==> config.mk <==
export PLATFORM = sky130hd
export DESIGN_NAME = cmbf_block_fill
export DESIGN_NICKNAME = d
export VERILOG_FILES = /design/src/shared/cmbf_pkg.sv /design/src/shared/cmbf_walk_if.sv /design/src/cmbf_frame_timer.sv /design/src/cmbf_addr_walker.sv /design/src/cmbf_block_fill.sv
export SDC_FILE = /design/constraint.sdc
export NUM_CORES = 1
export LEC_CHECK = 0
export BUFFER_PORTS_ARGS = -buffer_cell sky130_fd_sc_hd__buf_2
export CORE_ASPECT_RATIO = 0.7
export CORE_UTILIZATION = 30
export CTS_CLUSTER_SIZE = 24
export DETAILED_ROUTE_END_ITERATION = 8
export SLEW_MARGIN = 0
export SYNTH_ARGS = -nofsm -noshare
export SYNTH_HDL_FRONTEND = slang
export SYNTH_SLANG_ARGS = --single-unit
==> constraint.sdc <==
create_clock -name i_sys_clk -period 1.77 [get_ports i_sys_clk]
set_clock_uncertainty 0.15 [all_clocks]
set_input_delay 0.177 -clock i_sys_clk [delete_from_list [all_inputs] [get_ports i_sys_clk]]
set_output_delay 0.177 -clock i_sys_clk [all_outputs]
set_load 0.02 [all_outputs]
==> src/shared/cmbf_pkg.sv <==
`default_nettype none
// ==================================================
// Shared constants for the connection memory block fill
package cmbf_pkg;
    // ==================================================
    // Register map and bus widths
    localparam int REG_AW = 4;
    localparam int REG_DW = 16;
    localparam logic [3:0] REG_SWITCH_CONTROL = 4'h0;
    localparam logic [3:0] REG_FILL_STATUS = 4'h1;
    localparam logic [15:0] SWITCH_CONTROL_RESET = 16'h0000;

    // ==================================================
    // Field positions in switch_control
    localparam int ARM_BIT = 9;
    localparam int VALUE_LSB = 5;
    localparam int VALUE_W = 4;
    localparam int GO_BIT = 4;

    // Field positions in fill_status
    localparam int STAT_BUSY_BIT = 0;
    localparam int STAT_WAIT_BIT = 1;
    localparam int STAT_ABORT_BIT = 2;

    // ==================================================
    // Connection memory shape
    localparam int CM_DEPTH = 1024;
    localparam int CM_AW = 10;
    localparam int CM_DW = 16;
    localparam int CM_FILL_LSB = 12;

    // ==================================================
    // Frame timing
    localparam int CLK_PERIOD_NS = 100;
    localparam int FRAME_PERIOD_NS = 125000;
    localparam int FRAME_CYCLES = FRAME_PERIOD_NS / CLK_PERIOD_NS;
    localparam int FILL_FRAMES = 2;

    // ==================================================
    // Fill sequencer states
    typedef enum logic [1:0] {
        FILL_IDLE,
        FILL_WAIT,
        FILL_FRAME1,
        FILL_FRAME2
    } cmbf_state_t;
endpackage
`default_nettype wire

==> src/shared/cmbf_walk_if.sv <==
`timescale 1ns/1ps
`default_nettype none
// ==================================================
// Link between the fill sequencer and the address walker
interface cmbf_walk_if #(
    parameter int AW = 10
);
    logic start;
    logic abort;
    logic we;
    logic [AW-1:0] addr;

    modport ctrl (
        output start,
        output abort,
        input we,
        input addr
    );
    modport walker (
        input start,
        input abort,
        output we,
        output addr
    );
endinterface
`default_nettype wire

==> src/cmbf_frame_timer.sv <==
`timescale 1ns/1ps
`default_nettype none
// ==================================================
// Free running frame timer, one tick per frame
module cmbf_frame_timer #(
    parameter int FRAME_CYCLES = cmbf_pkg::FRAME_CYCLES
) (
    input wire logic i_sys_clk,
    input wire logic i_rst,
    output logic o_frame_tick
);
    localparam int CW = $clog2(FRAME_CYCLES);
    localparam logic [CW-1:0] LAST = CW'(FRAME_CYCLES - 1);

    logic [CW-1:0] cnt_q;
    logic [CW-1:0] cnt_d;
    logic tick_q;
    logic tick_d;

    // Wrap at the frame length; tick marks the last cycle of each frame
    always_comb begin
        cnt_d = (cnt_q == LAST) ? '0 : cnt_q + 1'b1;
        tick_d = (cnt_d == LAST);
    end

    always_ff @(posedge i_sys_clk) begin
        if (i_rst) begin
            cnt_q <= '0;
            tick_q <= 1'b0;
        end else begin
            cnt_q <= cnt_d;
            tick_q <= tick_d;
        end
    end

    assign o_frame_tick = tick_q;
endmodule
`default_nettype wire

==> src/cmbf_addr_walker.sv <==
`timescale 1ns/1ps
`default_nettype none
// ==================================================
// Steps through every connection memory word, one per cycle
module cmbf_addr_walker #(
    parameter int DEPTH = cmbf_pkg::CM_DEPTH,
    parameter int AW = cmbf_pkg::CM_AW
) (
    input wire logic i_sys_clk,
    input wire logic i_rst,
    cmbf_walk_if.walker walk
);
    localparam logic [AW-1:0] LAST = AW'(DEPTH - 1);

    logic we_q;
    logic we_d;
    logic [AW-1:0] addr_q;
    logic [AW-1:0] addr_d;

    // Abort wins over start so a cancelled fill never writes again
    always_comb begin
        we_d = we_q;
        addr_d = addr_q;
        if (walk.abort) begin
            we_d = 1'b0;
        end else if (walk.start) begin
            we_d = 1'b1;
            addr_d = '0;
        end else if (we_q) begin
            if (addr_q == LAST) begin
                we_d = 1'b0;
            end else begin
                addr_d = addr_q + 1'b1;
            end
        end
    end

    always_ff @(posedge i_sys_clk) begin
        if (i_rst) begin
            we_q <= 1'b0;
            addr_q <= '0;
        end else begin
            we_q <= we_d;
            addr_q <= addr_d;
        end
    end

    assign walk.we = we_q;
    assign walk.addr = addr_q;
endmodule
`default_nettype wire

==> src/cmbf_block_fill.sv <==
`timescale 1ns/1ps
`default_nettype none
// ==================================================
module cmbf_block_fill #(
    parameter int FRAME_CYCLES = cmbf_pkg::FRAME_CYCLES,
    parameter int CM_DEPTH = cmbf_pkg::CM_DEPTH
) (
    input wire logic i_sys_clk,
    input wire logic i_rst,
    input wire logic [cmbf_pkg::REG_AW-1:0] i_addr,
    input wire logic [cmbf_pkg::REG_DW-1:0] i_wdata,
    input wire logic i_wr,
    input wire logic i_rd,
    output logic [cmbf_pkg::REG_DW-1:0] o_rdata,
    output logic o_cm_we,
    output logic [cmbf_pkg::CM_AW-1:0] o_cm_addr,
    output logic [cmbf_pkg::CM_DW-1:0] o_cm_wdata,
    output logic o_fill_busy
);
    localparam int VW = cmbf_pkg::VALUE_W;
    localparam int FILL_TOTAL = cmbf_pkg::FILL_FRAMES * FRAME_CYCLES;
    localparam int FILL_LAST = FILL_TOTAL - 1;

    // ==================================================
    // Field packing helpers

    // Readback image of switch_control; unused bits read zero
    function automatic logic [cmbf_pkg::REG_DW-1:0] ctrl_word(
        input logic arm,
        input logic [VW-1:0] val,
        input logic go
    );
        logic [cmbf_pkg::REG_DW-1:0] w;
        w = '0;
        w[cmbf_pkg::ARM_BIT] = arm;
        w[cmbf_pkg::VALUE_LSB +: VW] = val;
        w[cmbf_pkg::GO_BIT] = go;
        return w;
    endfunction

    // Word written into every connection memory location
    function automatic logic [cmbf_pkg::CM_DW-1:0] fill_word(input logic [VW-1:0] val);
        logic [cmbf_pkg::CM_DW-1:0] w;
        w = '0;
        w[cmbf_pkg::CM_FILL_LSB +: VW] = val;
        return w;
    endfunction

    // ==================================================
    // Frame timer and address walker

    logic frame_tick;
    cmbf_walk_if #(.AW(cmbf_pkg::CM_AW)) walk ();

    cmbf_frame_timer #(
        .FRAME_CYCLES(FRAME_CYCLES)
    ) u_frame_timer (
        .i_sys_clk(i_sys_clk),
        .i_rst(i_rst),
        .o_frame_tick(frame_tick)
    );

    cmbf_addr_walker #(
        .DEPTH(CM_DEPTH),
        .AW(cmbf_pkg::CM_AW)
    ) u_addr_walker (
        .i_sys_clk(i_sys_clk),
        .i_rst(i_rst),
        .walk(walk.walker)
    );

    // ==================================================
    // Bus decode

    logic ctrl_hit;
    logic stat_hit;
    logic ctrl_wr;
    logic new_go;
    logic new_arm;
    logic start_fill;
    logic abort_req;
    logic fill_done;

    logic arm_q;
    logic arm_d;
    logic go_q;
    logic go_d;
    logic [VW-1:0] val_q;
    logic [VW-1:0] val_d;
    logic aborted_q;
    logic aborted_d;
    cmbf_pkg::cmbf_state_t state_q;
    cmbf_pkg::cmbf_state_t state_d;

    // Start and abort are judged from the single write, since arm and go arrive together
    always_comb begin
        ctrl_hit = (i_addr == cmbf_pkg::REG_SWITCH_CONTROL);
        stat_hit = (i_addr == cmbf_pkg::REG_FILL_STATUS);
        ctrl_wr = i_wr && ctrl_hit;
        new_go = i_wdata[cmbf_pkg::GO_BIT];
        new_arm = i_wdata[cmbf_pkg::ARM_BIT];
        start_fill = ctrl_wr && new_go && !go_q && new_arm;
        abort_req = ctrl_wr && (state_q != cmbf_pkg::FILL_IDLE) && (!new_go || !new_arm);
        fill_done = (state_q == cmbf_pkg::FILL_FRAME2) && frame_tick;
    end

    // ==================================================
    // Control register

    // A software write beats the self clear, so a go set in the done cycle survives
    always_comb begin
        arm_d = arm_q;
        val_d = val_q;
        go_d = go_q;
        aborted_d = aborted_q;
        if (ctrl_wr) begin
            arm_d = new_arm;
            val_d = i_wdata[cmbf_pkg::VALUE_LSB +: VW];
            go_d = new_go;
        end else if (fill_done) begin
            go_d = 1'b0;
        end
        if (abort_req) begin
            aborted_d = 1'b1;
        end else if (start_fill) begin
            aborted_d = 1'b0;
        end
    end

    always_ff @(posedge i_sys_clk) begin
        if (i_rst) begin
            arm_q <= cmbf_pkg::SWITCH_CONTROL_RESET[cmbf_pkg::ARM_BIT];
            val_q <= cmbf_pkg::SWITCH_CONTROL_RESET[cmbf_pkg::VALUE_LSB +: VW];
            go_q <= cmbf_pkg::SWITCH_CONTROL_RESET[cmbf_pkg::GO_BIT];
            aborted_q <= 1'b0;
        end else begin
            arm_q <= arm_d;
            val_q <= val_d;
            go_q <= go_d;
            aborted_q <= aborted_d;
        end
    end

    // ==================================================
    // Fill sequencer

    // The walk runs in the first frame; the second frame pads out the documented fill time
    always_comb begin
        state_d = state_q;
        unique case (state_q)
            cmbf_pkg::FILL_IDLE: begin
                if (start_fill) begin
                    state_d = cmbf_pkg::FILL_WAIT;
                end
            end
            cmbf_pkg::FILL_WAIT: begin
                if (frame_tick) begin
                    state_d = cmbf_pkg::FILL_FRAME1;
                end
            end
            cmbf_pkg::FILL_FRAME1: begin
                if (frame_tick) begin
                    state_d = cmbf_pkg::FILL_FRAME2;
                end
            end
            cmbf_pkg::FILL_FRAME2: begin
                if (frame_tick) begin
                    state_d = cmbf_pkg::FILL_IDLE;
                end
            end
        endcase
        if (abort_req) begin
            state_d = cmbf_pkg::FILL_IDLE;
        end
    end

    always_ff @(posedge i_sys_clk) begin
        if (i_rst) begin
            state_q <= cmbf_pkg::FILL_IDLE;
        end else begin
            state_q <= state_d;
        end
    end

    // Walker starts on the frame boundary so the whole memory is covered in one frame
    assign walk.start = (state_q == cmbf_pkg::FILL_WAIT) && frame_tick && !abort_req;
    assign walk.abort = abort_req;

    // ==================================================
    // Output registers

    logic [cmbf_pkg::REG_DW-1:0] rdata_q;
    logic [cmbf_pkg::REG_DW-1:0] rdata_d;
    logic [cmbf_pkg::CM_DW-1:0] cm_wdata_q;
    logic [cmbf_pkg::CM_DW-1:0] cm_wdata_d;
    logic busy_q;
    logic busy_d;

    // Read data are valid only in the cycle after the strobe; unmapped offsets read zero
    always_comb begin
        rdata_d = '0;
        if (i_rd && ctrl_hit) begin
            rdata_d = ctrl_word(arm_q, val_q, go_q);
        end else if (i_rd && stat_hit) begin
            rdata_d[cmbf_pkg::STAT_BUSY_BIT] = busy_q;
            rdata_d[cmbf_pkg::STAT_WAIT_BIT] = (state_q == cmbf_pkg::FILL_WAIT);
            rdata_d[cmbf_pkg::STAT_ABORT_BIT] = aborted_q;
        end
        cm_wdata_d = fill_word(val_q);
        busy_d = (state_d != cmbf_pkg::FILL_IDLE);
    end

    always_ff @(posedge i_sys_clk) begin
        if (i_rst) begin
            rdata_q <= '0;
            cm_wdata_q <= '0;
            busy_q <= 1'b0;
        end else begin
            rdata_q <= rdata_d;
            cm_wdata_q <= cm_wdata_d;
            busy_q <= busy_d;
        end
    end

    assign o_rdata = rdata_q;
    assign o_cm_we = walk.we;
    assign o_cm_addr = walk.addr;
    assign o_cm_wdata = cm_wdata_q;
    assign o_fill_busy = busy_q;

    // ==================================================
    // Assertion helpers

    // Cycles spent in the two fill frames, checked against the fill length
    logic [15:0] fill_cnt_q;
    always_ff @(posedge i_sys_clk) begin
        if (i_rst || state_q == cmbf_pkg::FILL_WAIT) begin
            fill_cnt_q <= '0;
        end else if (state_q != cmbf_pkg::FILL_IDLE) begin
            fill_cnt_q <= fill_cnt_q + 16'h0001;
        end
    end
endmodule
`default_nettype wire

==> out/qor.yml, run 1 <==
synth_edf_count: 0
pin_count: 68
grt.overflow.total: 0
layout-drive-gt1-share_pct: 33.87
whs_ns: 0.02950
track_usage_pct: 12.19
dp_hpwl_mm: 3.173
synth_seq_cells: 46
antenna_cells: 0
htreeDepth: 2
seq_area_um2: 929.6
clkSlewWorstSetupHoldPaths_ns: 0.08
die_x_um: 102.1
netlist_area_mm2: 0.002103
clock_latency_ns: 0.30
grt_pass1_wl_mm: 6.844
nNetsFinal: 339
power_leakage_uw: 0.001225
r2r_slack_ns: -0.03
grt_max_degree: 14
die_y_um: 72.06
critical_path.max_fanout: 3
antenna_found_initial: 0
root_buffer: "clkbuf_8"
numCtsBuffers: 5
finalHoldViolCount: 0
status: "finished, violations left"
cts.sinks: 46
critPathCaptureType: "flop"
drc: 0
fp.dieArea_mm2: 0.007355
coreArea_mm2: 0.006756
synth_cell_types: 47
worstSetupStartpointType: "flop"
startpoint: "u_frame_timer.cnt_q[9]"
finalCritPeriodShare_pct: 101.4
r2r_start: "u_frame_timer.cnt_q[9]"
vias_per_cell: 4.216
async_reset_ff_share_pct: 0
rsz0062_at_grt: "yes"
finalSetupViolations: 3
endpoint: "u_frame_timer.o_frame_tick"
pwr_density_cell_mw_per_mm2: 702.3
min_path_type: "in2reg"
cts_buffer_depth: 2
wl_mm: 4.241
required_ns: 1.80
postRouteAntennaNets: 0
layout_setup_ws_ns: -0.02531
gp_congestion: 0.7641
ys_warn_count: 0
crit_chain: "or4b_4 > nor3b_4 > a21o_1 > nor3_2 > nor4bb_4"
criticalPathCategory: "reg2reg"
cp_slowest_cell: "or4b_4"
drt-pass1-iter-count: 4
worstPathArrival_ns: 1.83
syn_area_per_cell_um2: 9.027
max_stage_delay_ns: 0.55
reg2reg_depth: 5
wl_per_cell_um: 10.42
cpLargestDelayFamily: "simple AND/OR/NAND/NOR gates"
cts_tree: "built"
drv_cap: 0
grt_pass1_vias: 1479
postSynthCellCount: 233
dp_slack_ns: -0.1036
drv_slew: 0
reg2reg_to: "u_frame_timer.o_frame_tick"
ys_seq_area_share_pct: 43.78
fmax_mhz: 557.0
synth_top_flop_cell: "dfxtp_1"
multi_input_comb_area_mm2: 0.001109
critPathBufInv: 0
critical_path_cell_count: 5
rows: 25
via_count: 1716
nFillCells: 699
area_growth_pct: 33.37
io_buffers: 38
ir_drop_mv: 0.3925
dr.first_iter.drc_count: 60
initial_core_util_pct: 31.13
violations: "negative setup slack"
period_minus_slack_ns: 1.795
-- logic make-up (layout without fill, tap and decap cells) --
logic type	Yosys count	after routing	synth area share (%)
mux	1	1	0.4759
other cells	1	19	0.1783
buf+inv	30	92	9.518
flops	46	46	43.78
fa+ha+maj	3	3	1.785
xor+xnor	20	20	8.328
compound gates	27	27	8.686
simple gates	105	105	27.25
-- placed cells by master (no fill, tap or decap), drive strengths merged, types with 2 or more instances in the layout --
cell type / instances
clkbuf: 7
conb: 19
nor2: 31
nor2b: 5
xor2: 13
dlygate4sd3: 6
and4: 2
a21oi: 12
xnor2: 7
a32oi: 2
a21o: 2
o21bai: 2
buf: 74
and2: 8
or3: 2
nor3: 4
dfxtp: 46
nand3: 12
ha: 3
nor3b: 3
inv: 4
o31ai: 2
nand2: 18
nand4: 6
and3: 6
o21ai: 2
-- worst reg2reg max path, stage by stage (launching register included) --
cell	delay, ns
dfxtp_2	0.32
or4b_4	0.55
nor3b_4	0.21
a21o_1	0.24
nor3_2	0.07
nor4bb_4	0.14
-- layout make-up --
cell class                 count  area share (%)
tap                           94           4.193
sequential                    46           33.14
inverter                       4          0.5352
clock inverter                 1           1.070
clock buffer                   7           2.721
multi-input combinational    175           39.52
timing repair buffer          80           18.82
-- where the power goes --
group	leakage (uW)	total [uW]	switching [uW]	internal, uW
registers	0.000374	1050	8.20	1040
logic	0.000799	153	89.9	62.9
clock network	0.0000524	765	342	423
-- routing by layer --
metal / share of wire, % / up-vias / track usage [%] / wire length [um]
met3: 5.4 / 5 / 3.661 / 231
met1: 51 / 760 / 16.62 / 2154
met5: 0 / - / 0 / 0
met2: 42 / 45 / 17.30 / 1791
li1: - / 906 / - / -
met4: 1.5 / 0 / 6.349 / 63
-- sequential cells by signal (all words and copies together), names as in the netlist --
register and cells:
val_q 4, o_fill_busy 1, u_frame_timer.cnt_q 11, go_q 1, state_q 2, u_addr_walker.walk.we 1
o_rdata 9, u_addr_walker.walk.addr 10, o_cm_wdata 4, u_frame_timer.o_frame_tick 1, arm_q 1, aborted_q 1
-- per-stage QoR --
stage,util [%],setup TNS [ns],instance area [um^2],power [uW],instances
4_1_cts,40.65,-0.002274,2746,1999,407
6_report,41.52,-0.04080,2805,1970,407
3_5_place_dp,37.85,-1.236,2557,1207,392
2_1_floorplan,-,-0.02804,2172,1192,251
3_3_place_gp,37.85,-0.9719,2557,1206,392
5_1_grt,41.52,-0.4639,2805,2065,407
-- synth_stat cells (2+ instances only) --
cell,n,area [um^2]
nor3_1,3,15.01
and3_1,6,37.54
buf_6,2,22.52
nand3_1,12,60.06
o21bai_1,2,15.01
nor3b_1,2,15.01
a21oi_1,12,60.06
o21ai_0,2,10.01
dfxtp_1,46,920.9
nor2_1,31,116.4
and2_1,8,50.05
nor2b_1,5,31.28
nand4_1,6,37.54
a32oi_1,2,17.52
ha_1,3,37.54
inv_1,4,15.01
xnor2_1,7,61.31
nand2_1,18,67.56
buf_4,19,142.6
clkbuf_1,3,11.26
a21o_1,2,15.01
xor2_1,13,113.9
-- how the worst min path moves through the flow --
stage                           from               endpoint  slack [ns]  cells past startpoint
final                          i_rst  u_addr_walker.walk.we        0.03                      2
after global routing           i_rst  u_addr_walker.walk.we        0.02                      2
after CTS                      i_rst  u_addr_walker.walk.we        0.01                      2
after detailed placement  i_wdata[8]               val_q[3]        0.28                      3
after global placement    i_wdata[6]               val_q[1]        0.28                      3
after floorplan           i_wdata[9]                  arm_q        0.16                      2
-- repair_timing --
item	in CTS	in global routing
resized for setup	5	16
endpoints found under the setup margin	10	14
endpoints found under the hold margin	6	0
buffers inserted	1	0
pin swaps	6	7
hold buffers	6	0
No activity file was read; power rests on OpenSTA's default activity.
==> run 2, diff against run 1 <==
SYNTH_HIERARCHICAL = 1   (was unset)
==> out/qor.yml, run 2 <==
muxShareOfSynthArea_pct: 0.9556
pwr_density_cell_mw_per_mm2: 657.9
routed-wl-met2_mm: 2.159
synth_compound_area_share_pct: 16.47
power_leakage_uw: 0.001253
yosys.area.top_type: "dfxtp_1"
track_usage_pct: 13.05
synth-adder-area-share_pct: 1.686
coreArea_mm2: 0.006944
synth_edf_count: 0
power_uw: 1900
wl_mm: 4.996
dp_slack_ns: -0.08582
initial_core_util_pct: 32.05
critical_path.max_fanout: 7
synth_cell_types: 58
netlist_area_mm2: 0.002226
cts_tree: "built"
postRouteAntennaNets: 0
required_ns: 1.82
ys_warn_count: 6
violations: "negative setup slack"
finalSetupViolations: 4
whs_ns: 0.09744
wirelength_met1_mm: 2.594
layout_setup_ws_ns: -0.01922
ir_drop_mv: 0.4003
area_growth_pct: 29.74
worstSetupStartpointType: "flop"
largest_reg_flops: 11
cts.sinks: 46
layout-drive-gt1-share_pct: 36.57
dp_hpwl_mm: 3.568
gp_congestion: 0.8243
synth_top_flop_cell: "dfxtp_1"
final_cell_mix: "dfxtp_1 (40), buf_2 (38), buf_4 (28)"
io_buffers: 38
synthXorXnorAreaFrac_pct: 2.361
rsz0062_at_grt: "yes"
dr.first_iter.drc_count: 77
dr_wl_met3_um: 203
drv_slew: 0
reg2reg_depth: 8
grt_pass1_wl_mm: 8.059
nFillCells: 710
criticalPathCategory: "reg2reg"
yosysTopAreaCellShare_pct: 41.37
drc: 0
drt-pass1-iter-count: 4
layout_commonest_cell: "dfxtp_1"
min_path_type: "in2reg"
antenna_found_initial: 0
fp.dieArea_mm2: 0.007773
rows: 25
syn_area_per_cell_um2: 9.352
vias_per_cell: 4.779
hold_end: "o_rdata[0]"
grt_max_degree: 19
drv_cap: 0
fmax_mhz: 558.9
async_reset_ff_share_pct: 0
hold_start: "i_rd"
via_count: 1926
regMostFlops: "u_frame_timer/cnt_q"
cts_buffer_depth: 2
grt_pass1_vias: 1724
min_path_cells: 3
pin_count: 68
finalCritPeriodShare_pct: 101.1
postSynthCellCount: 238
yosys-top-cells-count: "dfxtp_1 (46), buf_4 (19), nand3_1 (17)"
synth_seq_cells: 46
wl_per_cell_um: 12.40
finalHoldViolCount: 0
synthTopCellsByArea: "dfxtp_1 (41%), buf_4 (6.4%), nand3_1 (3.8%), a21oi_1 (3.1%), buf_6 (2.5%)"
htreeDepth: 2
status: "finished, violations left"
critPathCaptureType: "flop"
reg2reg_to: "u_addr_walker/walk.addr[6]"
r2r_slack_ns: -0.02
top_layer: "met4"
root_buffer: "clkbuf_8"
yosys.area_share.simple_pct: 26.03
numCtsBuffers: 5
die_x_um: 105.0
worstPathArrival_ns: 1.84
die_y_um: 74.07
clkSlewWorstSetupHoldPaths_ns: 0.10
yosysMostFrequentCell: "dfxtp_1"
ys_seq_area_share_pct: 41.37
clock_latency_ns: 0.30
period_minus_slack_ns: 1.789
tns_ns: -0.03299
r2r_start: "state_q[1]"
synth_top_family_by_area: "simple AND/OR/NAND/NOR gates"
grt.overflow.total: 0
antenna_cells: 0
nNetsFinal: 335
-- run 2: final cells by class --
cell class / count / area [um^2] / area share (%)
timing repair buffer: 73 / 471.7 / 16.33
tap: 94 / 117.6 / 4.073
multi-input combinational: 174 / 1241 / 42.98
clock buffer: 5 / 68.82 / 2.383
clock inverter: 3 / 25.02 / 0.8666
sequential: 46 / 930.9 / 32.24
inverter: 8 / 32.53 / 1.127
-- run 2: power breakdown --
group / internal [uW] / switching [uW] / leakage, uW
registers: 1040 / 8.00 / 0.000374
clock network: 286 / 397 / 0.0000447
logic: 61.3 / 105 / 0.000834
-- run 2: how the worst max path moves through the flow --
stage	startpoint	end	slack, ns
finish	state_q[1]	u_addr_walker/walk.addr[6]	-0.02
global route	state_q[1]	u_addr_walker/walk.addr[6]	-0.1
global placement	state_q[0]	u_addr_walker/walk.addr[0]	-0.07
CTS	state_q[1]	u_addr_walker/walk.addr[6]	-0.07
detailed placement	state_q[0]	u_addr_walker/walk.addr[0]	-0.09
floorplan	state_q[1]	u_addr_walker/walk.addr[0]	0.003
-- run 2: layer usage --
metal | GRT usage, % | up-vias
li1 | - | 967
met1 | 18.30 | 919
met2 | 19.28 | 35
met3 | 4.294 | 5
met4 | 3.443 | 0
met5 | 0 | -
-- run 2: logic make-up (layout without fill, tap and decap cells) --
family	after synthesis	in the layout
compound gates	49	49
xor+xnor	6	6
fa+ha+maj	3	3
buf+inv	36	89
flops	46	46
mux	2	2
other cells	1	19
simple gates	95	95
-- run 2: what timing repair did --
action	CTS	global route
endpoints found under the hold margin	6	0
hold buffers	6	0
setup endpoints to repair	10	17
resized for setup	8	12
setup buffers	8	0
pin swaps	9	9
-- run 2: critical path: stages (launching register included) --
cell and delay, ns:
dfxtp_2 0.35, a2bb2oi_4 0.17, nand3_2 0.09, inv_2 0.06, nor3_4 0.29, inv_2 0.09, nand2_2 0.10, o22ai_4 0.10
a211o_1 0.29
-- run 2: per-stage QoR --
stage               cells  cell area, um^2  util (%)
floorplan             256             2355         -
global placement      381             2596     37.39
detailed placement    381             2596     37.39
CTS                   403             2843     40.94
global route          403             2888     41.59
finish                403             2888     41.59
